[src/svca_pkg.sv]
// svca_pkg: shared constants and carrier types for the synthesizer control block
// assumes a single core_clk domain at 25 MHz
`default_nettype none
package svca_pkg;
  localparam int FREQ_W = 32;            // carrier word, 1 Hz per step
  localparam int RANGE_W = 4;            // vco range code width
  localparam int CP_W = 8;               // charge pump current width
  localparam int LOOP_W = 8;             // loop config width
  localparam int BOOST_W = 16;           // boost duration counter width
  localparam logic [RANGE_W-1:0] RANGE_RESET = 4'h8;
  localparam logic [RANGE_W-1:0] RANGE_MAX = 4'hF;
  localparam logic [1:0] FLT_BYPASS = 2'h0;
  localparam int CLK_HZ = 25000000;
  localparam int SETTLE_NS = 1000;       // settle time per ranging step
  localparam int SETTLE_CYC = (SETTLE_NS * (CLK_HZ / 1000000) + 999) / 1000;
  localparam logic [BOOST_W-1:0] BOOST_RESET = 16'h0019;

  typedef enum logic [1:0] {
    SVCA_MODE_INT = 2'h0,
    SVCA_MODE_EXT_IND = 2'h1,
    SVCA_MODE_EXT_VCO = 2'h2
  } svca_mode_t;

  typedef enum logic [1:0] {
    SVCA_IDLE = 2'h0,
    SVCA_SETTLE = 2'h1,
    SVCA_JUDGE = 2'h2
  } svca_state_t;

  typedef struct packed {
    logic output_divider_bit;
    logic inductor_path_select;
    logic vco_source_select;
  } svca_vcodiv_t;

  typedef struct packed {
    logic [1:0] loop_filter_select;
    logic [LOOP_W-3:0] loop_bw;
  } svca_loop_t;
endpackage : svca_pkg
`default_nettype wire

[src/svca_boost.sv]
// svca_boost: chooses boost or normal loop settings after synthesizer start
// assumes synth_start is a one-cycle pulse on core_clk
`default_nettype none
module svca_boost (
  input wire logic core_clk,
  input wire logic rstn,
  input wire logic synth_start,
  input wire logic [svca_pkg::BOOST_W-1:0] boost_cycles,
  input wire svca_pkg::svca_loop_t boost_loop_config,
  input wire logic [svca_pkg::CP_W-1:0] boost_pump_current,
  input wire svca_pkg::svca_loop_t normal_loop_config,
  input wire logic [svca_pkg::CP_W-1:0] normal_pump_current,
  output svca_pkg::svca_loop_t loop_cfg,
  output logic [svca_pkg::CP_W-1:0] pump_cfg,
  output logic filter_bypass
);
  logic [svca_pkg::BOOST_W-1:0] cnt_q, cnt_d;
  svca_pkg::svca_loop_t loop_q, loop_d;
  logic [svca_pkg::CP_W-1:0] pump_q, pump_d;
  logic byp_q, byp_d;

  // boost window counter, restarted on every start
  always_comb begin
    cnt_d = cnt_q;
    if (synth_start) begin
      cnt_d = boost_cycles;
    end else if (cnt_q != '0) begin
      cnt_d = cnt_q - 16'h0001;
    end
    loop_d = (cnt_d != '0) ? boost_loop_config : normal_loop_config;
    pump_d = (cnt_d != '0) ? boost_pump_current : normal_pump_current;
    byp_d = (loop_d.loop_filter_select == svca_pkg::FLT_BYPASS);
  end

  always_ff @(posedge core_clk or negedge rstn) begin
    if (!rstn) begin
      cnt_q <= '0;
      loop_q <= '0;
      pump_q <= '0;
      byp_q <= 1'b1;
    end else begin
      cnt_q <= cnt_d;
      loop_q <= loop_d;
      pump_q <= pump_d;
      byp_q <= byp_d;
    end
  end

  assign loop_cfg = loop_q;
  assign pump_cfg = pump_q;
  assign filter_bypass = byp_q;
endmodule : svca_boost
`default_nettype wire

[src/svca_top.sv]
// svca_top: carrier words, vco source selection and vco auto-ranging
// assumes software pulses write strobes on core_clk; vco_too_fast is an async comparator
`default_nettype none
module svca_top #(
  parameter int FREQ_W = svca_pkg::FREQ_W,
  parameter int RANGE_W = svca_pkg::RANGE_W
) (
  input wire logic core_clk,
  input wire logic rstn,
  input wire logic freq_a_wr,
  input wire logic freq_b_wr,
  input wire logic [FREQ_W-1:0] freq_wdata,
  input wire logic vcodiv_wr,
  input wire svca_pkg::svca_vcodiv_t vcodiv_wdata,
  input wire logic ranging_a_wr,
  input wire logic ranging_b_wr,
  input wire logic range_start_wdata,
  input wire logic use_freq_b,
  input wire logic synth_start,
  input wire logic [svca_pkg::BOOST_W-1:0] boost_cycles,
  input wire svca_pkg::svca_loop_t boost_loop_config,
  input wire logic [svca_pkg::CP_W-1:0] boost_pump_current,
  input wire svca_pkg::svca_loop_t normal_loop_config,
  input wire logic [svca_pkg::CP_W-1:0] normal_pump_current,
  input wire logic vco_too_fast,
  output logic [FREQ_W-1:0] carrier_freq_a,
  output logic [FREQ_W-1:0] carrier_freq_b,
  output svca_pkg::svca_vcodiv_t vco_divider_config,
  output svca_pkg::svca_mode_t vco_mode,
  output logic [FREQ_W-1:0] synth_freq,
  output logic [FREQ_W-1:0] ranging_freq,
  output logic [RANGE_W-1:0] vco_range,
  output logic range_start_a,
  output logic range_start_b,
  output logic range_error_flag,
  output svca_pkg::svca_loop_t loop_cfg,
  output logic [svca_pkg::CP_W-1:0] pump_cfg,
  output logic filter_bypass
);
  localparam logic [7:0] SETTLE_LD = 8'(svca_pkg::SETTLE_CYC);

  // configuration registers
  logic [FREQ_W-1:0] fa_q, fa_d, fb_q, fb_d;
  svca_pkg::svca_vcodiv_t div_q, div_d;

  // ranging engine state
  svca_pkg::svca_state_t st_q, st_d;
  logic sel_b_q, sel_b_d;
  logic [RANGE_W-1:0] rng_q, rng_d;
  logic [RANGE_W-1:0] step_q, step_d;
  logic [7:0] tmr_q, tmr_d;
  logic err_q, err_d;
  logic busy;
  logic start_req;

  // pin synchroniser: a change counts when stages 2 and 3 agree
  logic fast_s1_q, fast_s2_q, fast_s3_q, fast_q, fast_d;

  // ranging is refused in fully external vco mode
  function automatic logic range_ok(input svca_pkg::svca_vcodiv_t d);
    range_ok = !(d.vco_source_select && !d.inductor_path_select);
  endfunction : range_ok

  always_comb begin
    fa_d = fa_q;
    fb_d = fb_q;
    div_d = div_q;
    if (freq_a_wr) begin
      fa_d = freq_wdata;
    end
    if (freq_b_wr) begin
      fb_d = freq_wdata;
    end
    if (vcodiv_wr) begin
      div_d = vcodiv_wdata;
    end
  end

  always_ff @(posedge core_clk or negedge rstn) begin
    if (!rstn) begin
      fa_q <= '0;
      fb_q <= '0;
      div_q <= '0;
    end else begin
      fa_q <= fa_d;
      fb_q <= fb_d;
      div_q <= div_d;
    end
  end

  // mode decode from source and inductor selects
  always_comb begin
    if (!div_q.vco_source_select) begin
      vco_mode = svca_pkg::SVCA_MODE_INT;
    end else if (div_q.inductor_path_select) begin
      vco_mode = svca_pkg::SVCA_MODE_EXT_IND;
    end else begin
      vco_mode = svca_pkg::SVCA_MODE_EXT_VCO;
    end
  end

  // synchroniser chain; stage 1 feeds only stage 2
  always_comb begin
    fast_d = (fast_s2_q == fast_s3_q) ? fast_s3_q : fast_q;
  end

  always_ff @(posedge core_clk or negedge rstn) begin
    if (!rstn) begin
      fast_s1_q <= 1'b0;
      fast_s2_q <= 1'b0;
      fast_s3_q <= 1'b0;
      fast_q <= 1'b0;
    end else begin
      fast_s1_q <= vco_too_fast;
      fast_s2_q <= fast_s1_q;
      fast_s3_q <= fast_s2_q;
      fast_q <= fast_d;
    end
  end

  assign busy = (st_q != svca_pkg::SVCA_IDLE);
  assign start_req = range_start_wdata && (ranging_a_wr || ranging_b_wr);

  // binary search of vco range; settle wait covers the synchroniser delay
  always_comb begin
    st_d = st_q;
    sel_b_d = sel_b_q;
    rng_d = rng_q;
    step_d = step_q;
    tmr_d = tmr_q;
    err_d = err_q;
    case (st_q)
      svca_pkg::SVCA_IDLE: begin
        if (start_req) begin
          sel_b_d = ranging_b_wr && !ranging_a_wr;
          if (range_ok(div_q)) begin
            st_d = svca_pkg::SVCA_SETTLE;
            rng_d = svca_pkg::RANGE_RESET;
            step_d = svca_pkg::RANGE_RESET >> 1;
            tmr_d = SETTLE_LD;
            err_d = 1'b0;
          end else begin
            err_d = 1'b1;
          end
        end
      end
      svca_pkg::SVCA_SETTLE: begin
        if (tmr_q <= 8'h01) begin
          st_d = svca_pkg::SVCA_JUDGE;
        end else begin
          tmr_d = tmr_q - 8'h01;
        end
      end
      svca_pkg::SVCA_JUDGE: begin
        if (step_q == '0) begin
          // search never reaches code 0, so code 1 is its low end; an end code
          // still off target means no range fits
          err_d = (fast_q && rng_q == RANGE_W'(1)) ||
            (!fast_q && rng_q == svca_pkg::RANGE_MAX);
          st_d = svca_pkg::SVCA_IDLE;
        end else begin
          rng_d = fast_q ? rng_q - step_q : rng_q + step_q;
          step_d = step_q >> 1;
          tmr_d = SETTLE_LD;
          st_d = svca_pkg::SVCA_SETTLE;
        end
      end
      default: begin
        st_d = svca_pkg::SVCA_IDLE;
      end
    endcase
  end

  // run in progress ignores further start writes
  always_ff @(posedge core_clk or negedge rstn) begin
    if (!rstn) begin
      st_q <= svca_pkg::SVCA_IDLE;
      sel_b_q <= 1'b0;
      rng_q <= svca_pkg::RANGE_RESET;
      step_q <= '0;
      tmr_q <= '0;
      err_q <= 1'b0;
    end else begin
      st_q <= st_d;
      sel_b_q <= sel_b_d;
      rng_q <= rng_d;
      step_q <= step_d;
      tmr_q <= tmr_d;
      err_q <= err_d;
    end
  end

  // status and frequency outputs
  assign carrier_freq_a = fa_q;
  assign carrier_freq_b = fb_q;
  assign vco_divider_config = div_q;
  assign ranging_freq = sel_b_q ? fb_q : fa_q;
  assign synth_freq = use_freq_b ? fb_q : fa_q;
  assign vco_range = rng_q;
  assign range_start_a = busy && !sel_b_q;
  assign range_start_b = busy && sel_b_q;
  assign range_error_flag = err_q;

  svca_boost u_boost (
    .core_clk(core_clk),
    .rstn(rstn),
    .synth_start(synth_start),
    .boost_cycles(boost_cycles),
    .boost_loop_config(boost_loop_config),
    .boost_pump_current(boost_pump_current),
    .normal_loop_config(normal_loop_config),
    .normal_pump_current(normal_pump_current),
    .loop_cfg(loop_cfg),
    .pump_cfg(pump_cfg),
    .filter_bypass(filter_bypass)
  );
endmodule : svca_top
`default_nettype wire

[config.mk]
export PLATFORM = sky130hd
export DESIGN_NAME = svca_top
export DESIGN_NICKNAME = d
export VERILOG_FILES = /design/src/svca_pkg.sv /design/src/svca_boost.sv /design/src/svca_top.sv
export SDC_FILE = /design/constraint.sdc
export NUM_CORES = 1
export LEC_CHECK = 0
export ABC_AREA = 0
export BUFFER_PORTS_ARGS = -buffer_cell sky130_fd_sc_hd__buf_2
export CAP_MARGIN = 10
export CORE_UTILIZATION = 54
export CTS_BUF_LIST = sky130_fd_sc_hd__clkbuf_2 sky130_fd_sc_hd__clkbuf_4 sky130_fd_sc_hd__clkbuf_8
export CTS_CLUSTER_DIAMETER = 200
export DETAILED_ROUTE_END_ITERATION = 8
export PLACE_DENSITY = 0.88
export SYNTH_ARGS = -nofsm -noshare
export SYNTH_HDL_FRONTEND = slang
export SYNTH_SLANG_ARGS = --single-unit
[constraint.sdc]
create_clock -name core_clk -period 4.6 [get_ports core_clk]
set_input_delay 0.23 -clock core_clk [delete_from_list [all_inputs] [get_ports core_clk]]
set_output_delay 0.23 -clock core_clk [all_outputs]
set_load 0.01 [all_outputs]
==> results by group, run 1 <==
GRT
  • Vias in the first global route: 4971
  • Tot GR Track Use: 0.277
  • Largest net degree at the start of global routing: 86
  • Antenna violations before repair: 0
  • Grt ovf: 0
  • First-pass GRT wire length: 24.8 mm

Run status
  • Violated checks: negative hold slack
  • Status: complete, but fails checks

STA
  • Skew final: 0.00821 ns
  • Final period util: 0.775
  • RSZ-0062 raised after global routing: false
  • Minimum hold slack: -0.0174 ns
  • Fin crit period: 3.57 ns
  • Final setup viols: 0
  • Max frequency: 0.280 GHz
  • Fin. max-slew vios: 0
  • Relative slew slack: 0.265
  • Worst slew pin tran: 1.10 ns
  • Setup TNS: 0 ns
  • Final hold vios: 6

CTS
  • CTS Root Cell: clkbuf_8
  • H-tree level count: 4
  • Clock latency at the later pin of the worst-skew pair: 0.42 ns
  • TritonCTS clock tree: built
  • Cts bufs inserted: 17
  • Number of gates resized after CTS: 0
  • Longest Clk Path Bufs: 2
  • Number of clock sinks: 123
  • CTS clk-pin slew, worst paths: 0.07 ns

Synthesis
  • Cells after Synth: 499
  • Unique cell type count in the Yosys netlist: 56
  • Synthesized net count: 603
  • EDFF count, synth: 0
  • Register bit total from synthesis: 123
  • Asr flop ratio synth: 1.00
  • Main synth FF type: dfrtp_1
  • Synth area leader: dfrtp_1
  • Synth area leaders: dfrtp_1, mux2_2, mux2_4
  • Synth warn: 0
  • Avg Cell Area, Syn: 12.5 sq um
  • Sequential share of the synthesized area: 0.492
  • Synth top area share: 0.484
  • Post-Syn Area: 6260 sq um

Die
  • Initial Util: 0.565
  • FP Rows: 38
  • Die height: 110 microns
  • Core region area: 11100 sq um
  • Die footprint: 12000 sq um
  • I/O pins: 251
  • Die Width: 110 microns

Drt
  • Via/cell ratio: 5.66
  • Antenna viol nets, final: 0
  • Initial DRC Count: 294
  • Avg WL per Cell: 18.3 microns
  • Initial DRT Pass Iterations: 4
  • Wirelength, routed: 16.5 mm
  • DRC Markers: 0
  • Vias: 5111

Setup path
  • Slowest cell on the critical path: nor4_4
  • Crit-path leading delay family: simple AND/OR/NAND/NOR gates
  • CP bufs+invs: 1
  • Crit end category: register
  • Req. time, crit path: 4.90 ns
  • Startpoint types: register
  • Crit Path Max Fanout: 17
  • Crit path cell chain: inv_1 -> ha_1 -> or4b_1 -> nor4_4 -> nor3b_1 -> o31ai_1 -> o2111a_1 -> nand4_4 -> mux2_4
  • Worst path max stage delay: 0.63 ns
  • Worst Path Class, Setup: reg -> reg
  • CP Data Arrival Time: 3.87 ns

Layout
  • Fin nets: 855
  • Share of cells above drive strength 1: 0.588
  • Post-route cell area: 8100 sq um
  • Antenna Diode Count: 0
  • Area added between synthesis and finish: 29.4%

Pwr
  • Cell Pwr Density: 362 nW/um^2
  • Power Total: 0.00293 W
  • IR drop worst, VDD: 261 uV
  • Leak: 3.92 nW

Min path
  • Hold crit path type: in -> async

Placement
  • DP Wirelength: 11.9 mm
  • Gpl congestion: 0.838
  • DP Area: 7620 sq um
  • I/O Buffers: 250

Run
  • Max-cap violation count: 0
-- flip-flops by register name (all words and copies together) (netlist names), 2 cells and up --
signal,count
u_boost.loop_cfg,8
vco_range,4
vco_divider_config,3
u_boost.pump_cfg,8
st_q,2
step_q,3
u_boost.cnt_q,16
tmr_q,8
carrier_freq_a,32
carrier_freq_b,32
-- timing repair --
| action | CTS | global route |
|---|---|---|
| endpoints found under the hold margin | 3 | 0 |
| setup buffers | 0 | 0 |
| hold buffers | 3 | 0 |
-- cells by family (layout without fill, tap and decap cells) --
| kind of cell | after synthesis | count (layout) | synth area share |
|---|---|---|---|
| buf+inv | 36 | 300 | 0.0228 |
| mux | 156 | 156 | 0.285 |
| simple gates | 111 | 111 | 0.105 |
| xor+xnor | 11 | 11 | 0.0154 |
| fa+ha+maj | 11 | 11 | 0.0228 |
| flops | 123 | 123 | 0.492 |
| compound gates | 51 | 51 | 0.0571 |
-- layout by cell type, fill, tap and decap left out, types with 5 or more instances in the layout --
cell | synthesis | final
a21oi_1 | 9 | 9
a31oi_1 | 5 | 5
buf_2 | 0 | 249
buf_4 | 0 | 5
clkbuf_8 | 0 | 21
dfrtp_1 | 121 | 121
ha_1 | 9 | 9
inv_1 | 12 | 12
mux2_2 | 139 | 139
mux2_4 | 10 | 10
mux2i_1 | 7 | 7
nand2_1 | 30 | 30
nand2b_1 | 5 | 5
nor2_1 | 25 | 25
nor3_1 | 6 | 6
nor3b_1 | 5 | 5
nor4_1 | 7 | 7
o21ai_0 | 14 | 14
o22ai_1 | 5 | 5
xnor2_1 | 7 | 7
-- metal layers --
metal	share of wire	GRT usage
met4	0.020	0.123
met1	0.39	0.329
met2	0.52	0.478
met5	0	0
met3	0.071	0.0676
-- report_power, final --
group	switching [W]	leakage [nW]	internal [W]	total (W)
clock	0.000405	0.229	0.000663	0.00107
sequential	0.0000974	1.45	0.00117	0.00127
combinational	0.000298	2.24	0.000297	0.000596
total	0.000801	3.92	0.00213	0.00293
-- worst paths after layout --
kind                                   startpoint                   to  slack (ns)  cells after the start
max                              u_boost.cnt_q[0]  u_boost.loop_cfg[2]        1.03                      9
min                                          rstn   carrier_freq_a[30]       -0.02                      1
max reg2reg                      u_boost.cnt_q[0]  u_boost.loop_cfg[2]        1.03                      9
min reg2reg                             fast_s1_q            fast_s2_q        0.36                      0
max in group asynchronous                    rstn         vco_range[3]        3.44                      2
min in group core_clk      normal_pump_current[2]  u_boost.pump_cfg[2]        0.03                      2
-- worst reg2reg max path: cells and delay by family, from the launching register on --
kind            cells  cell delay [ns]
compound gates      2             0.67
fa+ha+maj           1             0.18
buf+inv             1             0.15
flops               1             0.41
mux                 1             0.42
simple gates        4             1.61
-- Yosys cell counts (all sizes together) (4+ instances only) --
cell type / instances
nand2: 30
inv: 12
nor2: 25
buf: 10
nor4: 10
nor3: 6
ha: 9
nor3b: 5
a31oi: 5
mux2: 149
mux2i: 7
o21ai: 14
clkbuf: 14
o311ai: 4
o22ai: 5
or4: 5
a21oi: 9
xor2: 4
xnor2: 7
dfrtp: 121
nand2b: 5
-- layout make-up --
class,instances,area (sq um)
Multi-Input combinational cell,340,3040
Timing Repair Buffer,257,1310
Clock buffer,24,312
Clock inverter,7,138
Sequential cell,123,3080
Inverter,12,45.0
Fill cell,743,2980
Tap cell,140,175
-- metrics by stage --
step           utilization  cells  worst slack (ns)
2_1_floorplan            -    499              1.55
3_3_place_gp         0.688    869              1.22
3_5_place_dp         0.688    869              1.10
4_1_cts              0.731    903              1.07
5_1_grt              0.731    903             0.807
6_report             0.731    903              1.03
No activity file was read; power rests on OpenSTA's default activity.
==> inputs of run 2 (changes only) <==
ABC_AREA = 1   (was 0)
CORE_UTILIZATION = 46   (was 54)
PLACE_DENSITY = 0.8   (was 0.88)
clock period = 3 ns   (was 4.6 ns; I/O delays follow)
==> run 2 against run 1 <==
The run now ends clean. Total power up 46%. Flip-flop and latch count unchanged. Via count up 23%. First-iteration DRC count up 57%. Global-route usage down 1.2 points.
==> results by group, run 2 <==
STA
  • Final hold vios: 0 (was 6)
  • RSZ-0062 raised after global routing: false (unchanged)
  • Max frequency: 0.389 GHz (was 0.280 GHz)
  • Final period util: 0.856 (was 0.775)
  • Final Worst Setup Slack: 0.432 ns (was 1.03 ns)
  • Fin crit period: 2.57 ns (was 3.57 ns)
  • Setup TNS: 0 ns (unchanged)
  • Minimum hold slack: 0.0338 ns (was -0.0174 ns)
  • Worst slew pin tran: 0.996 ns (was 1.10 ns)
  • Relative slew slack: 0.336 (was 0.265)
  • Skew final: 0.00673 ns (was 0.00821 ns)
  • Fin. max-slew vios: 0 (unchanged)
  • Final setup viols: 0 (unchanged)

Drt
  • Initial DRC Count: 463 (was 294)
  • Initial DRT Pass Iterations: 5 (was 4)
  • DRC Markers: 0 (unchanged)
  • Wirelength, routed: 17.8 mm (was 16.5 mm)
  • Avg WL per Cell: 14.1 microns (was 18.3 microns)
  • Via/cell ratio: 4.97 (was 5.66)
  • Antenna viol nets, final: 0 (unchanged)
  • Vias: 6312 (was 5111)

Setup path
  • Req. time, crit path: 3.38 ns (was 4.90 ns)
  • Worst Path Class, Setup: reg -> reg (unchanged)
  • Startpoint types: register (unchanged)
  • Critical Path Start: u_boost.cnt_q[0] (unchanged)
  • Slowest cell on the critical path: dfrtp_1 (was nor4_4)
  • Crit Path Max Fanout: 30 (was 17)
  • Crit path cell chain: inv_1 -> ha_1 -> nand2_1 -> nor2_2 -> nand2_2 -> nand4_1 -> nand2_1 -> nand2_1 -> nand2_1 -> nor2_2 -> nand3_4 -> nand2_1 -> nand2_2 -> nor2_2 (was inv_1 -> ha_1 -> or4b_1 -> nor4_4 -> nor3b_1 -> o31ai_1 -> o2111a_1 -> nand4_4 -> mux2_4)
  • Crit end category: register (unchanged)
  • CP dominant cell by count: nand2_1
  • CP Data Arrival Time: 2.95 ns (was 3.87 ns)
  • R2R Path Start: u_boost.cnt_q[0] (unchanged)
  • Worst path max stage delay: 0.38 ns (was 0.63 ns)

Die
  • I/O pins: 251 (unchanged)
  • Die Width: 119 microns (was 110 microns)
  • Initial Util: 0.473 (was 0.565)
  • Die height: 119 microns (was 110 microns)
  • Die footprint: 14100 sq um (was 12000 sq um)
  • Core region area: 13200 sq um (was 11100 sq um)
  • FP Rows: 42 (was 38)

CTS
  • TritonCTS clock tree: built (unchanged)
  • Number of clock sinks: 123 (unchanged)
  • CTS clk-pin slew, worst paths: 0.07 ns (about the same)
  • Clock latency at the later pin of the worst-skew pair: 0.44 ns (was 0.42 ns)
  • Cts bufs inserted: 17 (unchanged)
  • CTS Root Cell: clkbuf_8 (unchanged)
  • H-tree level count: 4 (unchanged)
  • Post-CTS setup buffer count: 0 (unchanged)
  • Longest Clk Path Bufs: 2 (unchanged)

Synthesis
  • Main synth FF type: dfrtp_1 (unchanged)
  • Synth area leaders: dfrtp_1, nand2_1, o21ai_0 (was dfrtp_1, mux2_2, mux2_4)
  • Register bit total from synthesis: 123 (unchanged)
  • Sequential share of the synthesized area: 0.492 (about the same)
  • Cells after Synth: 760 (was 499)
  • Top-count cell post-synth: nand2_1 (was mux2_2)
  • Synthesized net count: 864 (was 603)
  • Synth area leader: dfrtp_1 (unchanged)
  • Asr flop ratio synth: 1.00 (unchanged)
  • EDFF count, synth: 0 (unchanged)
  • Avg Cell Area, Syn: 8.24 sq um (was 12.5 sq um)
  • Unique cell type count in the Yosys netlist: 34 (was 56)
  • Synth warn: 0 (unchanged)
  • Synth top area share: 0.483 (was 0.484)
  • Post-Syn Area: 6260 sq um (about the same)
  • Leading cell types by count after synthesis: nand2_1, dfrtp_1, inv_1, o21ai_0, nor2_1 (was mux2_2, dfrtp_1, nand2_1)

Pwr
  • IR drop worst, VDD: 293 uV (was 261 uV)
  • Cell Pwr Density: 486 nW/um^2 (was 362 nW/um^2)
  • Leak: 4.69 nW (was 3.92 nW)

Run
  • Max-cap violation count: 0 (unchanged)

Layout
  • Area added between synthesis and finish: 41.1% (was 29.4%)
  • Commonest non-fill, non-tap cell in the layout: buf_2 (unchanged)
  • Fin nets: 1184 (was 855)
  • Share of cells above drive strength 1: 0.327 (was 0.588)
  • Post-Layout Cell Count: 1269 (was 903)
  • Final core utilization: 0.667 (was 0.731)
  • Most frequent cells in the layout: buf_2, nand2_1, dfrtp_1, inv_1, o21ai_0 (was buf_2, mux2_2, dfrtp_1, nand2_1, nor2_1)
  • Antenna Diode Count: 0 (unchanged)

GRT
  • First-pass GRT wire length: 29.6 mm (was 24.8 mm)
  • Vias in the first global route: 6173 (was 4971)
  • Antenna violations before repair: 0 (unchanged)
  • Tot GR Track Use: 0.265 (was 0.277)
  • Largest net degree at the start of global routing: 67 (was 86)
  • Grt ovf: 0 (unchanged)

Run status
  • Status: finished clean (was complete, but fails checks)

Placement
  • Gpl congestion: 0.887 (was 0.838)
  • Dpl cells: 1155 (was 869)
  • DP Wirelength: 11.9 mm (about the same)
  • I/O Buffers: 250 (unchanged)
  • Pre-CTS setup slack: 0.278 ns (was 1.10 ns)

Min path
  • Hold_sp: boost_cycles[8]
  • Hold crit path type: in -> reg (was in -> async)
==> run 2: per-layer routing <==
layer | GRT usage | vias up | part of all wire
li1 | - | 3063 | -
met2 | 0.447 | 291 | 0.48
met1 | 0.325 | 2932 | 0.42
met4 | 0.0949 | 0 | 0.020
met3 | 0.0738 | 26 | 0.080
met5 | 0 | - | 0
==> run 2: worst max-delay path, delay by kind of cell (launching register included) <==
kind | cells | cell delay, ns
fa+ha+maj | 1 | 0.23
flops | 1 | 0.38
buf+inv | 1 | 0.17
simple gates | 12 | 1.74
==> run 2: layout make-up <==
type	count	area, sq um
inverters	107	402
fillers	1013	4400
multi-input cells	497	2650
well taps	176	220
clock buffers	24	293
repair buffers	334	2100
flip-flops and latches	123	3080
clock inverters	8	93.8
==> run 2: logic make-up (layout without fill, tap and decap cells) <==
| logic type | count (synthesis) | after routing | synth area share |
|---|---|---|---|
| AND/OR/NAND/NOR | 303 | 303 | 0.211 |
| AO/OA/AOI/OAI | 144 | 144 | 0.119 |
| buffers and inverters | 140 | 473 | 0.0869 |
| flip-flops | 123 | 123 | 0.492 |
| multiplexers | 35 | 35 | 0.0629 |
| adder cells (fa/ha/maj) | 11 | 11 | 0.0228 |
| XOR/XNOR | 4 | 4 | 0.00559 |
==> run 2: worst paths after layout <==
path / depth (start not counted) / slack (ns) / to
min: 4 / 0.03 / u_boost.cnt_q[8]
max reg2reg: 14 / 0.43 / u_boost.filter_bypass
max: 14 / 0.43 / u_boost.filter_bypass
min in group asynchronous: 2 / 0.25 / u_boost.pump_cfg[2]
min reg2reg: 0 / 0.36 / fast_s2_q
max in group asynchronous: 3 / 1.97 / sel_b_q
==> run 2: where the power goes <==
part	internal (W)	total (W)	switching (W)
logic	0.000418	0.000934	0.000515
clock network	0.000809	0.00145	0.000637
registers	0.00180	0.00191	0.000117
==> run 2: timing repair <==
| item | 4_1_cts | 5_1_grt |
|---|---|---|
| endpoints found under the setup margin | 0 | 10 |
| hold endpoints to repair | 136 | 0 |
| hold buffers | 82 | 0 |
| gates resized for setup | 0 | 1 |
==> run 2: per-stage QoR <==
stage,cell area (sq um),total power [W]
after global routing,8840,0.00451
after CTS,8830,0.00431
after floorplan,6260,0.00238
after global placement,7620,0.00276
after detailed placement,7620,0.00278
final,8840,0.00429
